File: config.mk
export PLATFORM = sky130hd
export DESIGN_NAME = pilc_top
export DESIGN_NICKNAME = d
export VERILOG_FILES = /design/src/include/pilc_pkg.sv /design/src/verilog/pilc_pin_sync.sv /design/src/verilog/pilc_top.sv
export SDC_FILE = /design/constraint.sdc
export NUM_CORES = 1
export LEC_CHECK = 0
export BUFFER_PORTS_ARGS = -buffer_cell sky130_fd_sc_hd__clkbuf_2
export CORE_MARGIN = 5
export CORE_UTILIZATION = 56
export CTS_CLUSTER_DIAMETER = 200
export CTS_CLUSTER_SIZE = 30
export DETAILED_ROUTE_END_ITERATION = 10
export GPL_ROUTABILITY_DRIVEN = 1
export PLACE_DENSITY_LB_ADDON = 0.3
export SYNTH_ARGS = -nofsm -noshare
export SYNTH_HDL_FRONTEND = slang
export SYNTH_HIERARCHICAL = 1
export SYNTH_SLANG_ARGS = --single-unit
File: constraint.sdc
create_clock -name clk_in -period 4.1 [get_ports clk_in]
set_clock_uncertainty 0.2 [all_clocks]
set_input_delay 0.82 -clock clk_in [delete_from_list [all_inputs] [get_ports clk_in]]
set_output_delay 0.82 -clock clk_in [all_outputs]
set_load 0.005 [all_outputs]
File: src/include/pilc_pkg.sv
package pilc_pkg;
	localparam int NUM_LVL = 32;
	localparam int NUM_EXT = 6;
	localparam int NUM_PER = 9;
	// printed offsets are register indices; byte address is four times this
	localparam logic [7:0] IDX_EN0 = 8'h3a;
	localparam logic [7:0] IDX_EN1 = 8'h3b;
	localparam logic [7:0] IDX_EN2 = 8'h2c;
	localparam logic [7:0] IDX_EN3 = 8'h2d;
	localparam logic [7:0] IDX_PEND0 = 8'h3c;
	localparam logic [7:0] IDX_PEND1 = 8'h3d;
	localparam logic [7:0] IDX_PEND2 = 8'h2e;
	localparam logic [7:0] IDX_PEND3 = 8'h2f;
	localparam logic [7:0] IDX_CTRL = 8'h30;
	localparam logic [7:0] IDX_STAT = 8'h31;
	localparam int IMF_BIT = 0;
	localparam int LVL_SWTRAP = 1;
	localparam int LVL_WDT = 2;
	localparam int LVL_EXT0 = 3;
	// external pins in order: ext0, key wakeup, ext2, ext3, ext4, ext5
	localparam int EXT_POS [NUM_EXT] = '{3, 5, 7, 11, 12, 15};
	// peripherals: watchdog, timer1, time base, timer3, serial bus,
	// timer4, converter, timer2, screen overlay
	localparam int PER_POS [NUM_PER] = '{2, 4, 6, 8, 9, 10, 13, 14, 16};
	localparam logic [31:0] LATCH_RST = 32'h0000_0000;
	localparam logic [31:0] EN_RST = 32'h0000_0000;
	localparam logic [31:0] SW_CLR_MASK = 32'hffff_fff8;
	localparam logic [31:0] EN_MASK = 32'hffff_fff9;
	localparam logic [31:0] MASKABLE = 32'hffff_fff8;
	localparam logic [19:0] VEC_TOP = 20'hf_fffc;
	localparam int CLK_PERIOD_PS = 5000;
	localparam int MACH_CYCLE_NS = 250;
	localparam int ACCEPT_MACH = 12;
	localparam int MACH_CLKS =
		(MACH_CYCLE_NS * 1000 + CLK_PERIOD_PS - 1) / CLK_PERIOD_PS;
	localparam int ACCEPT_CLKS = ACCEPT_MACH * MACH_CLKS;
	localparam int CNT_W = 11;
	typedef enum logic [1:0] {
		PILC_IDLE = 2'b01,
		PILC_ACCEPT = 2'b10
	} pilc_state_t;
	typedef struct packed {
		logic [4:0] level;
		logic [19:0] vector;
	} pilc_grant_t;
endpackage

File: src/verilog/pilc_pin_sync.sv
module pilc_pin_sync #(
	parameter int WIDTH = 6
) (
	input wire logic clk_in,
	input wire logic rst_in,
	input wire logic ce_in,
	input wire logic [WIDTH-1:0] pin_in,
	output logic [WIDTH-1:0] rise_out
);
	logic [WIDTH-1:0] s1_reg, s2_reg, s3_reg, filt_reg, rise_reg;
	logic [WIDTH-1:0] filt_next, rise_next;

	// a level only counts once the second and third stage agree
	always_comb begin
		filt_next = (s2_reg & s3_reg) | (filt_reg & (s2_reg ^ s3_reg));
		rise_next = filt_next & ~filt_reg;
	end

	always_ff @(posedge clk_in or posedge rst_in) begin
		if (rst_in) begin
			s1_reg <= '0;
			s2_reg <= '0;
			s3_reg <= '0;
			filt_reg <= '0;
			rise_reg <= '0;
		end else if (ce_in) begin
			s1_reg <= pin_in;
			s2_reg <= s1_reg;
			s3_reg <= s2_reg;
			filt_reg <= filt_next;
			rise_reg <= rise_next;
		end
	end

	assign rise_out = rise_reg;
endmodule // pilc_pin_sync

File: src/verilog/pilc_top.sv
// Behaviour
// - sixteen sources: six external pins, nine internal peripheral requests and the software trap.
// - each source has its own vector, all but the software trap a request latch; set latch asks CPU.
// - several pending: fixed priority, level 0 highest, 31 lowest.
// - non-maskable class is not ranked against itself; here the trap, level 1, wins over the watchdog, level 2.
// - vector is FFFFCH minus four per level, down to FFF80H.
// - maskable needs master enable and own enable; ext0 also its pin gate.
// - software trap and watchdog ignore master and per-source enables.
// - every source but software trap has a latch; positions 2 to 16.
// - accepted source's latch clears right after acceptance.
// - reset forces all request latches to zero.
// - latches sit at register indices 3C, 3D, 2E and 2F.
// - software write clears any single latch, except the watchdog latch.
// - software writes never set a latch; only hardware requests do.
// - reading latch registers returns the current pending state.
// - accepting an interrupt clears master enable to zero.
// - acceptance takes 12 machine cycles after the instruction ends.
// - master enable is bit 0 at index 3A, read/write, zero at reset.
//
// Design decision made here: the Avalon-MM interface to the registers.
module pilc_top (
	input wire logic clk_in,
	input wire logic rst_in,
	input wire logic ce_in,
	input wire logic [9:0] avs_address_in,
	input wire logic avs_read_in,
	input wire logic avs_write_in,
	input wire logic [31:0] avs_writedata_in,
	input wire logic [3:0] avs_byteenable_in,
	output logic [31:0] avs_readdata_out,
	output logic avs_waitrequest_out,
	input wire logic [pilc_pkg::NUM_EXT-1:0] ext_pin_in,
	input wire logic [pilc_pkg::NUM_PER-1:0] periph_req_in,
	input wire logic software_trap_in,
	input wire logic instr_done_in,
	input wire logic reti_in,
	input wire logic retn_in,
	output logic irq_pending_out,
	output logic accept_busy_out,
	output pilc_pkg::pilc_grant_t grant_out,
	output logic grant_valid_out
);
	import pilc_pkg::*;

	logic [31:0] latch_reg, latch_next, en_reg, en_next;
	logic ext0_gate_reg, ext0_gate_next;
	logic nmi_busy_reg, nmi_busy_next, imf_saved_reg, imf_saved_next;
	pilc_state_t state_reg, state_next;
	logic [CNT_W-1:0] cnt_reg, cnt_next;
	pilc_grant_t grant_reg, grant_next;
	logic gvalid_reg, gvalid_next;
	logic ack_reg, ack_next;
	logic [31:0] rdata_reg, rdata_next;
	logic [NUM_EXT-1:0] ext_rise;
	logic [31:0] set_vec, elig, clr_vec, wr_byte;
	logic [4:0] win;
	logic [7:0] idx;
	logic bus_req, wr_fire, take;

	pilc_pin_sync #(.WIDTH(NUM_EXT)) u_pin_sync (
		.clk_in(clk_in),
		.rst_in(rst_in),
		.ce_in(ce_in),
		.pin_in(ext_pin_in),
		.rise_out(ext_rise)
	);

	// request sources mapped onto latch positions; reserved ones stay 0
	always_comb begin
		set_vec = '0;
		for (int i = 0; i < NUM_EXT; i++) begin
			set_vec[EXT_POS[i]] = ext_rise[i];
		end
		for (int i = 0; i < NUM_PER; i++) begin
			set_vec[PER_POS[i]] = periph_req_in[i];
		end
	end

	// eligibility per level
	always_comb begin
		elig = latch_reg & en_reg & MASKABLE & {32{en_reg[IMF_BIT]}};
		elig[LVL_EXT0] = elig[LVL_EXT0] & ext0_gate_reg;
		// the trap has no latch; the CPU holds its line until accepted
		elig[LVL_SWTRAP] = software_trap_in & ~nmi_busy_reg;
		elig[LVL_WDT] = latch_reg[LVL_WDT] & ~nmi_busy_reg;
	end

	// lowest index wins; the two pseudo non-maskable levels can be eligible
	// together, then the trap at level 1 wins; the busy flag admits one at a time
	always_comb begin
		win = 5'h00;
		for (int i = NUM_LVL - 1; i >= 0; i--) begin
			if (elig[i]) begin
				win = 5'(i);
			end
		end
	end

	assign take = ce_in && state_reg == PILC_IDLE && instr_done_in && |elig;
	assign irq_pending_out = state_reg == PILC_IDLE && |elig;
	assign accept_busy_out = state_reg == PILC_ACCEPT;

	// bus: one wait state, read data captured in the waiting cycle
	assign bus_req = avs_read_in | avs_write_in;
	assign avs_waitrequest_out = bus_req & ~ack_reg;
	assign idx = avs_address_in[9:2];
	assign wr_fire = avs_write_in & ack_reg & avs_byteenable_in[0];
	assign avs_readdata_out = rdata_reg;

	always_comb begin
		rdata_next = rdata_reg;
		ack_next = bus_req & ~ack_reg;
		if (bus_req && !ack_reg) begin
			case (idx)
				IDX_PEND0: rdata_next = {24'h00_0000, latch_reg[7:0]};
				IDX_PEND1: rdata_next = {24'h00_0000, latch_reg[15:8]};
				IDX_PEND2: rdata_next = {24'h00_0000, latch_reg[23:16]};
				IDX_PEND3: rdata_next = {24'h00_0000, latch_reg[31:24]};
				IDX_EN0: rdata_next = {24'h00_0000, en_reg[7:0]};
				IDX_EN1: rdata_next = {24'h00_0000, en_reg[15:8]};
				IDX_EN2: rdata_next = {24'h00_0000, en_reg[23:16]};
				IDX_EN3: rdata_next = {24'h00_0000, en_reg[31:24]};
				IDX_CTRL: rdata_next = {31'h0000_0000, ext0_gate_reg};
				IDX_STAT: rdata_next = {24'h00_0000, nmi_busy_reg,
					accept_busy_out, 1'b0, grant_reg.level};
				default: rdata_next = 32'h0000_0000;
			endcase
		end
	end

	// write data placed in the byte lane its index selects
	always_comb begin
		wr_byte = '0;
		clr_vec = '0;
		case (idx)
			IDX_PEND0, IDX_EN0: wr_byte[7:0] = avs_writedata_in[7:0];
			IDX_PEND1, IDX_EN1: wr_byte[15:8] = avs_writedata_in[7:0];
			IDX_PEND2, IDX_EN2: wr_byte[23:16] = avs_writedata_in[7:0];
			IDX_PEND3, IDX_EN3: wr_byte[31:24] = avs_writedata_in[7:0];
			default: wr_byte = '0;
		endcase
		if (wr_fire) begin
			case (idx)
				IDX_PEND0: clr_vec[7:0] = ~wr_byte[7:0];
				IDX_PEND1: clr_vec[15:8] = ~wr_byte[15:8];
				IDX_PEND2: clr_vec[23:16] = ~wr_byte[23:16];
				IDX_PEND3: clr_vec[31:24] = ~wr_byte[31:24];
				default: clr_vec = '0;
			endcase
		end
		clr_vec = clr_vec & SW_CLR_MASK;
	end

	// latches: software may only clear (a zero bit clears); new requests
	// win over any clear in the same cycle, so read-modify-write by
	// software is what loses them, not this logic
	always_comb begin
		latch_next = latch_reg & ~clr_vec;
		if (take) begin
			latch_next[win] = 1'b0;
		end
		// positions 0 and 1 own no latch (reset, trap)
		latch_next = (latch_next | set_vec) & ~32'h0000_0003;
	end

	always_comb begin
		en_next = en_reg;
		ext0_gate_next = ext0_gate_reg;
		nmi_busy_next = nmi_busy_reg;
		imf_saved_next = imf_saved_reg;
		if (wr_fire) begin
			case (idx)
				IDX_EN0: en_next[7:0] = wr_byte[7:0] & EN_MASK[7:0];
				IDX_EN1: en_next[15:8] = wr_byte[15:8];
				IDX_EN2: en_next[23:16] = wr_byte[23:16];
				IDX_EN3: en_next[31:24] = wr_byte[31:24];
				IDX_CTRL: ext0_gate_next = avs_writedata_in[0];
				default: en_next = en_reg;
			endcase
		end
		if (reti_in) begin
			en_next[IMF_BIT] = 1'b1;
		end
		if (retn_in) begin
			nmi_busy_next = 1'b0;
			en_next[IMF_BIT] = en_next[IMF_BIT] | imf_saved_reg;
		end
		if (take) begin
			en_next[IMF_BIT] = 1'b0;
			if (win <= 5'(LVL_WDT)) begin
				nmi_busy_next = 1'b1;
				imf_saved_next = en_reg[IMF_BIT];
			end
		end
	end

	// acceptance sequence
	always_comb begin
		state_next = state_reg;
		cnt_next = cnt_reg;
		grant_next = grant_reg;
		gvalid_next = 1'b0;
		case (state_reg)
			PILC_IDLE: begin
				if (take) begin
					state_next = PILC_ACCEPT;
					cnt_next = CNT_W'(ACCEPT_CLKS - 1);
					grant_next.level = win;
					grant_next.vector = VEC_TOP - 20'({win, 2'b00});
				end
			end
			PILC_ACCEPT: begin
				if (cnt_reg == '0) begin
					state_next = PILC_IDLE;
					gvalid_next = 1'b1;
				end else begin
					cnt_next = cnt_reg - 1'b1;
				end
			end
			default: state_next = PILC_IDLE;
		endcase
	end

	always_ff @(posedge clk_in or posedge rst_in) begin
		if (rst_in) begin
			latch_reg <= LATCH_RST;
			en_reg <= EN_RST;
			ext0_gate_reg <= 1'b0;
			nmi_busy_reg <= 1'b0;
			imf_saved_reg <= 1'b0;
			state_reg <= PILC_IDLE;
			cnt_reg <= '0;
			grant_reg <= '0;
			gvalid_reg <= 1'b0;
			ack_reg <= 1'b0;
			rdata_reg <= 32'h0000_0000;
		end else if (ce_in) begin
			latch_reg <= latch_next;
			en_reg <= en_next;
			ext0_gate_reg <= ext0_gate_next;
			nmi_busy_reg <= nmi_busy_next;
			imf_saved_reg <= imf_saved_next;
			state_reg <= state_next;
			cnt_reg <= cnt_next;
			grant_reg <= grant_next;
			gvalid_reg <= gvalid_next;
			ack_reg <= ack_next;
			rdata_reg <= rdata_next;
		end
	end

	assign grant_out = grant_reg;
	assign grant_valid_out = gvalid_reg;

	// checking helpers
	logic take_q, setwin_q;
	logic [4:0] win_q;
	logic [CNT_W-1:0] len_q;
	always_ff @(posedge clk_in or posedge rst_in) begin
		if (rst_in) begin
			take_q <= 1'b0;
			setwin_q <= 1'b0;
			win_q <= '0;
			len_q <= '0;
		end else begin
			take_q <= take;
			setwin_q <= set_vec[win];
			win_q <= win;
			if (take) begin
				len_q <= '0;
			end else if (ce_in && state_reg == PILC_ACCEPT) begin
				len_q <= len_q + 1'b1;
			end
		end
	end
endmodule // pilc_top

# Yosys cells after proc, flatten, opt, wreduce, memory -nomap -nowiden
# Index checks and enable logic that the tools add are counted.
dict set report totals {
  reg_bits 165
  input_bits 70
  output_inout_bits 61
}
dict set report classes {
  n_addsub 2
  magnitude_cmp 3
  n_eq_ne 15
  mux 61
  bitwise 27
  reduce_logical 24
}
# cell n
set op_table {}
lappend op_table {{$mux W5} 32}
lappend op_table {{$and A32 B32 Y32} 4}
lappend op_table {{$eq A8 B6 Y1 const B} 10}
lappend op_table {{$pmux W8 S10} 1}
lappend op_table {{$mux W32} 2}
lappend op_table {{$mux W8} 8}
lappend op_table {{$not A32 Y32} 2}
lappend op_table {{$not A8 Y8} 4}
lappend op_table {{$or A32 B17 Y32} 1}
lappend op_table {{$reduce_or A32 Y1} 1}
lappend op_table {{$reduce_and A3 Y1} 8}
lappend op_table {{$mux W11} 2}
lappend op_table {{$pmux W11 S2} 1}
lappend op_table {{$and A6 B6 Y6} 3}
lappend op_table {{$logic_not A11 Y1} 1}
lappend op_table {{$mux W1} 11}
lappend op_table {{$sub A11 B1 Y11 const B} 1}
lappend op_table {{$sub A3 B8 Y9 const A} 1}
lappend op_table {{$reduce_or A2 Y1} 4}
lappend op_table {{$and A1 B1 Y1} 6}
lappend op_table {{$logic_and A1 B1 Y1} 6}
lappend op_table {{$lt A5 B6 Y1 const B} 1}
lappend op_table {{$not A6 Y6} 1}
lappend op_table {{$or A6 B6 Y6} 1}
lappend op_table {{16 further kinds} 20}

# Logic depth before layout (Yosys ltp)
dict set report logic_depth {
  word_depth 42
  ltp_mapped 9
  depth_no_buf 8
}

# Cells and area by module
# The synthesis kept the hierarchy.
# module n_inst cells_each area_each_um2
set modules_own_cells {}
lappend modules_own_cells {pilc_top 1 576 5719.2}
lappend modules_own_cells {pilc_pin_sync 1 90 1251.2}

# Least setup slack after synthesis
# Ideal clock, no wire load.
dict set report synth_path {
  kind {input-to-reg}
  startpoint {input port avs_address_in[9]}
  endpoint {register latch_reg[24]}
  setup_time_ns 0.123
  t_arrival_ns 2.594
  required_ns 3.777
  setup_slack_ns 1.184
  stages 6
  cell_sequence {or3b_2 -> clkbuf_1 -> nor3_1 -> and2_1 -> nand2_1 -> o221a_2}
}
dict set report synth_via {
  elab_chain_cells 11
}
# item line
set synth_lines {}
lappend synth_lines {{from (decl)} pilc_top.sv:25} ;# input wire logic [9:0] avs_address_in,
lappend synth_lines {{$eq A8 B6 Y1, on equally long branches} {pilc_top.sv:135, pilc_top.sv:143}}
lappend synth_lines {{$reduce_or A2 Y1} pilc_top.sv:135} ;# case (idx)
lappend synth_lines {{$mux W8} pilc_top.sv:135}
lappend synth_lines {{$not A8 Y8} pilc_top.sv:147} ;# IDX_PEND3: clr_vec[31:24] = ~wr_byte[31:24];
lappend synth_lines {{$mux W8 (*)} pilc_top.sv:143} ;# case (idx)
lappend synth_lines {{$mux W32 (*)} pilc_top.sv:142} ;# if (wr_fire) begin
lappend synth_lines {{$not A32 Y32 (*)} pilc_top.sv:158} ;# latch_next = latch_reg & ~clr_vec;
lappend synth_lines {{$and A32 B32 Y32 (*)} pilc_top.sv:158}
lappend synth_lines {{$and A32 B32 Y32 (no line)} n/a}
lappend synth_lines {{$mux W32 (*)} pilc_top.sv:159} ;# if (take) begin
lappend synth_lines {{$or A32 B17 Y32 (*)} pilc_top.sv:163} ;# latch_next = (latch_next | set_vec) & ~32'h0000_0003;
lappend synth_lines {{to (signal assigned)} pilc_top.sv:238} ;# latch_reg <= latch_next;
lappend synth_lines {{to (decl)} pilc_top.sv:45} ;# logic [31:0] latch_reg, latch_next, en_reg, en_next;
# Every way passes the cells marked *; elsewhere a longest branch is shown, timed or not.
# A chain may end at the register's enable or synchronous reset.

# Worst setup path in the final report
dict set report layout_path {
  startpoint {register en_reg[16]}
  endpoint {output port irq_pending_out}
}
dict set report layout_via {
  elab_chain_cells 4
}
# item line
set layout_lines {}
lappend layout_lines {{from (decl)} pilc_top.sv:45}
lappend layout_lines {{from (signal assigned)} pilc_top.sv:239} ;# en_reg <= en_next;
lappend layout_lines {{$and A32 B32 Y32 (2 in series)} pilc_top.sv:81} ;# elig = latch_reg & en_reg & MASKABLE & {32{en_reg[IMF_BIT]}};
lappend layout_lines {{$reduce_or A32 Y1} pilc_top.sv:100} ;# assign irq_pending_out = state_reg == PILC_IDLE && |elig;
lappend layout_lines {{$logic_and A1 B1 Y1} pilc_top.sv:100}
lappend layout_lines {{to (decl)} pilc_top.sv:38} ;# output logic irq_pending_out,
# Every way passes these cells.

==> flow_metrics.py <==
metrics = {
    "outcome": {
        "status": "finished, final reports clean",
    },
    "synthesis": {
        "ys_seq_area_frac": 0.456,
        "synthMuxAreaShare": 0.138,
        "yosys_register_bits": 127,
        "synth_xor_xnor_area_share": 0.00880,
        "synth-simple-area-share": 0.148,
        "synth_top_area_frac": 0.452,
        "synth_top_family_by_area": "compound AO/OA/AOI/OAI gates",
        "yosysUniqueCellTypes": 70,
        "syn_inst": 666,
        "synth-warning-count": 6,
        "synth_edf_count": 0,
        "synth_fa_ha_area_frac": 0.0126,
        "netlist_area_mm2": 0.00697,
        "synth_top_area_cell": "dfrtp_1",
        "ys.flop_type": "dfrtp_1",
        "async_flop_share": 1.00,
        "yosys-top-cells-area": "dfrtp_1 45%, mux2_2 8.2%, buf_4 4.4%",
        "syn_avg_cell_area_um2": 10.5,
        "synth_compound_area_frac": 0.169,
    },
    "global_routing": {
        "grt-ovfl-total": 0,
        "grtUsageTotal": 0.269,
        "antenna_found_initial": 0,
        "grt_pass1_vias": 5566,
        "grt_pass1_wl_mm": 30.5,
        "grt_max_degree": 52,
    },
    "clock_network": {
        "post_cts_buffers": 0,
        "max-clock-path-buffers": 2,
        "numCtsBuffers": 17,
        "cts_hold_buf": 0,
        "clkTransAtPathRegs_ns": 0.06,
        "cts_tree": "yes",
        "cts.sinks": 127,
        "cts.htree.levels": 4,
        "cts.repair.resized": 0,
        "clockRootBuffer": "clkbuf_16",
        "insertion_delay_ns": 0.42,
    },
    "place": {
        "dp_hpwl_mm": 14.1,
        "io_buffers": 75,
        "place_congestion": 0.943,
        "place_ws_ns": 0.900,
    },
    "flow_run": {
        "drv_cap": 0,
    },
    "worst_setup_path": {
        "worst-path-stages": 5,
        "rrSetupSlack_ns": 0.88,
        "cp_top_family": "compound AO/OA/AOI/OAI gates",
        "worstReg2RegStart": "en_reg[5]",
        "cp-end-kind": "output port",
        "cp.required_ns": 3.08,
        "start_kind": "register",
        "rr_worst_depth": 7,
        "cp_cell_sequence": "a22o_1 > o41ai_1 > nand3b_1 > o21a_1 > clkbuf_2",
        "cp.buffers_inverters": 1,
        "cpPeakStageDelay_ns": 0.66,
        "cp_slowest_cell": "o41ai_1",
        "worst_r2r_endpoint": "latch_reg[28]",
        "cp.arrival_ns": 2.44,
        "worstPathMaxFanout": 4,
        "crit_type": "register to output port",
    },
    "timing": {
        "hold_viol": 0,
        "max_slew_margin": 0.245,
        "rsz0062_at_grt": "no",
        "slew_viol_final": 0,
        "period_minus_slack_ns": 3.46,
        "worst_slack_ns": 0.638,
        "finalSetupViolCount": 0,
        "fin_crit_sh": 0.844,
        "tns_ns": 0,
        "tightest_slew_ns": 1.13,
        "fmax_mhz": 289,
    },
    "floorplan": {
        "start_util": 0.576,
        "die_area_mm2": 0.0148,
        "core_mm2": 0.0121,
        "ios": 131,
        "die_h_um": 122,
        "fp-row-count": 40,
        "dieWidth_um": 122,
    },
    "power": {
        "p_per_area_mw_per_mm2": 453,
        "ir_drop_mv": 0.342,
        "leakage_nw": 3.64,
    },
    "finish": {
        "fill_cells": 992,
        "area_delta_synth_final_pct": 13.9,
        "num_antenna_cells": 0,
        "drive_gt1_frac": 0.274,
        "num-nets-final": 812,
    },
    "drt": {
        "drt-initial-drc-count": 528,
        "viasPerCell": 6.18,
        "ant_nets": 0,
        "wl_per_cell_um": 20.9,
        "drt_wl_total_mm": 19.2,
        "num_vias": 5658,
        "drcViolationCount": 0,
        "firstDrtPassIters": 5,
    },
    "hold_path": {
        "whs_path_depth": 1,
        "worstHoldPathType": "register to register",
        "min_delay_worst_endpoint": "u_pin_sync/rise_out[5]",
        "min_from": "u_pin_sync/filt_reg[5]",
    },
}
## worst max-delay path by stage
| stage | start | to | slack, ns |
|---|---|---|---|
| 2_1_floorplan | rst_in | ack_reg | 0.55 |
| 3_3_place_gp | avs_address_in[9] | latch_reg[5] | 0.90 |
| 3_5_place_dp | avs_address_in[9] | latch_reg[5] | 0.90 |
| 4_1_cts | latch_reg[17] | irq_pending_out | 0.62 |
| 5_1_grt | latch_reg[17] | irq_pending_out | 0.52 |
| 6_report | en_reg[16] | irq_pending_out | 0.64 |
## cells by family (layout without fill, tap and decap cells)
group           after synthesis  count (layout)
simple gates                205             205
other cells                   1              26
mux                          81              81
compound gates              160             160
buf+inv                      78             135
xor+xnor                      7               7
fa+ha+maj                     7               7
flops                       127             127
## per-stage QoR
stage / instances / instance area, um2 / hold WS [ns] / total power, mW / utilization
floorplan: 691 / 7060 / 0.223 / 1.86 / -
global placement: 884 / 7330 / 0.233 / 2.02 / 0.605
detailed placement: 884 / 7330 / 0.244 / 2.05 / 0.605
CTS: 916 / 7940 / 0.252 / 3.61 / 0.656
global route: 916 / 7940 / 0.274 / 3.75 / 0.656
finish: 916 / 7940 / 0.253 / 3.60 / 0.656
## layout by cell type (no fill, tap or decap), types with 16 or more instances in the layout
cell type	instances
a21oi_1	17
clkbuf_16	17
a22o_1	21
dfrtp_1	126
conb_1	26
inv_1	18
nor3_1	16
mux2i_1	23
clkbuf_2	75
nand3_1	19
nor2_1	33
nand2_1	74
mux2_2	51
o21ai_0	45
## final cells by class
cell class,instances,area [um2],area share
Multi-Input combinational cell,486,3420,0.431
Sequential cell,127,3180,0.400
Clock buffer,19,453,0.0570
Timing Repair Buffer,84,443,0.0558
Tap cell,168,210,0.0265
Clock inverter,13,161,0.0203
Inverter,19,72.6,0.00914
## power breakdown
part	switching, mW	total [mW]	internal (mW)
combinational	0.345	0.569	0.224
sequential	0.101	1.48	1.37
clock	0.567	1.55	0.987
## cells in the mapped netlist, types with 15 or more instances
cell	count
a21oi_1	17
mux2i_1	23
nor2_1	33
dfrtp_1	126
o21ai_0	45
o221a_2	15
buf_4	41
inv_1	19
mux2_2	51
nor3_1	16
a22o_1	21
nand2_1	74
nand3_1	19
## metal layers
| metal | global-route usage | vias up | part of all wire |
|---|---|---|---|
| met5 | 0 | - | 0 |
| met4 | 0.0931 | 0 | 0.021 |
| met3 | 0.0734 | 36 | 0.092 |
| met2 | 0.418 | 279 | 0.47 |
| met1 | 0.366 | 2795 | 0.42 |
| li1 | - | 2548 | - |
Note: power is estimated with default switching activity, not from simulation.
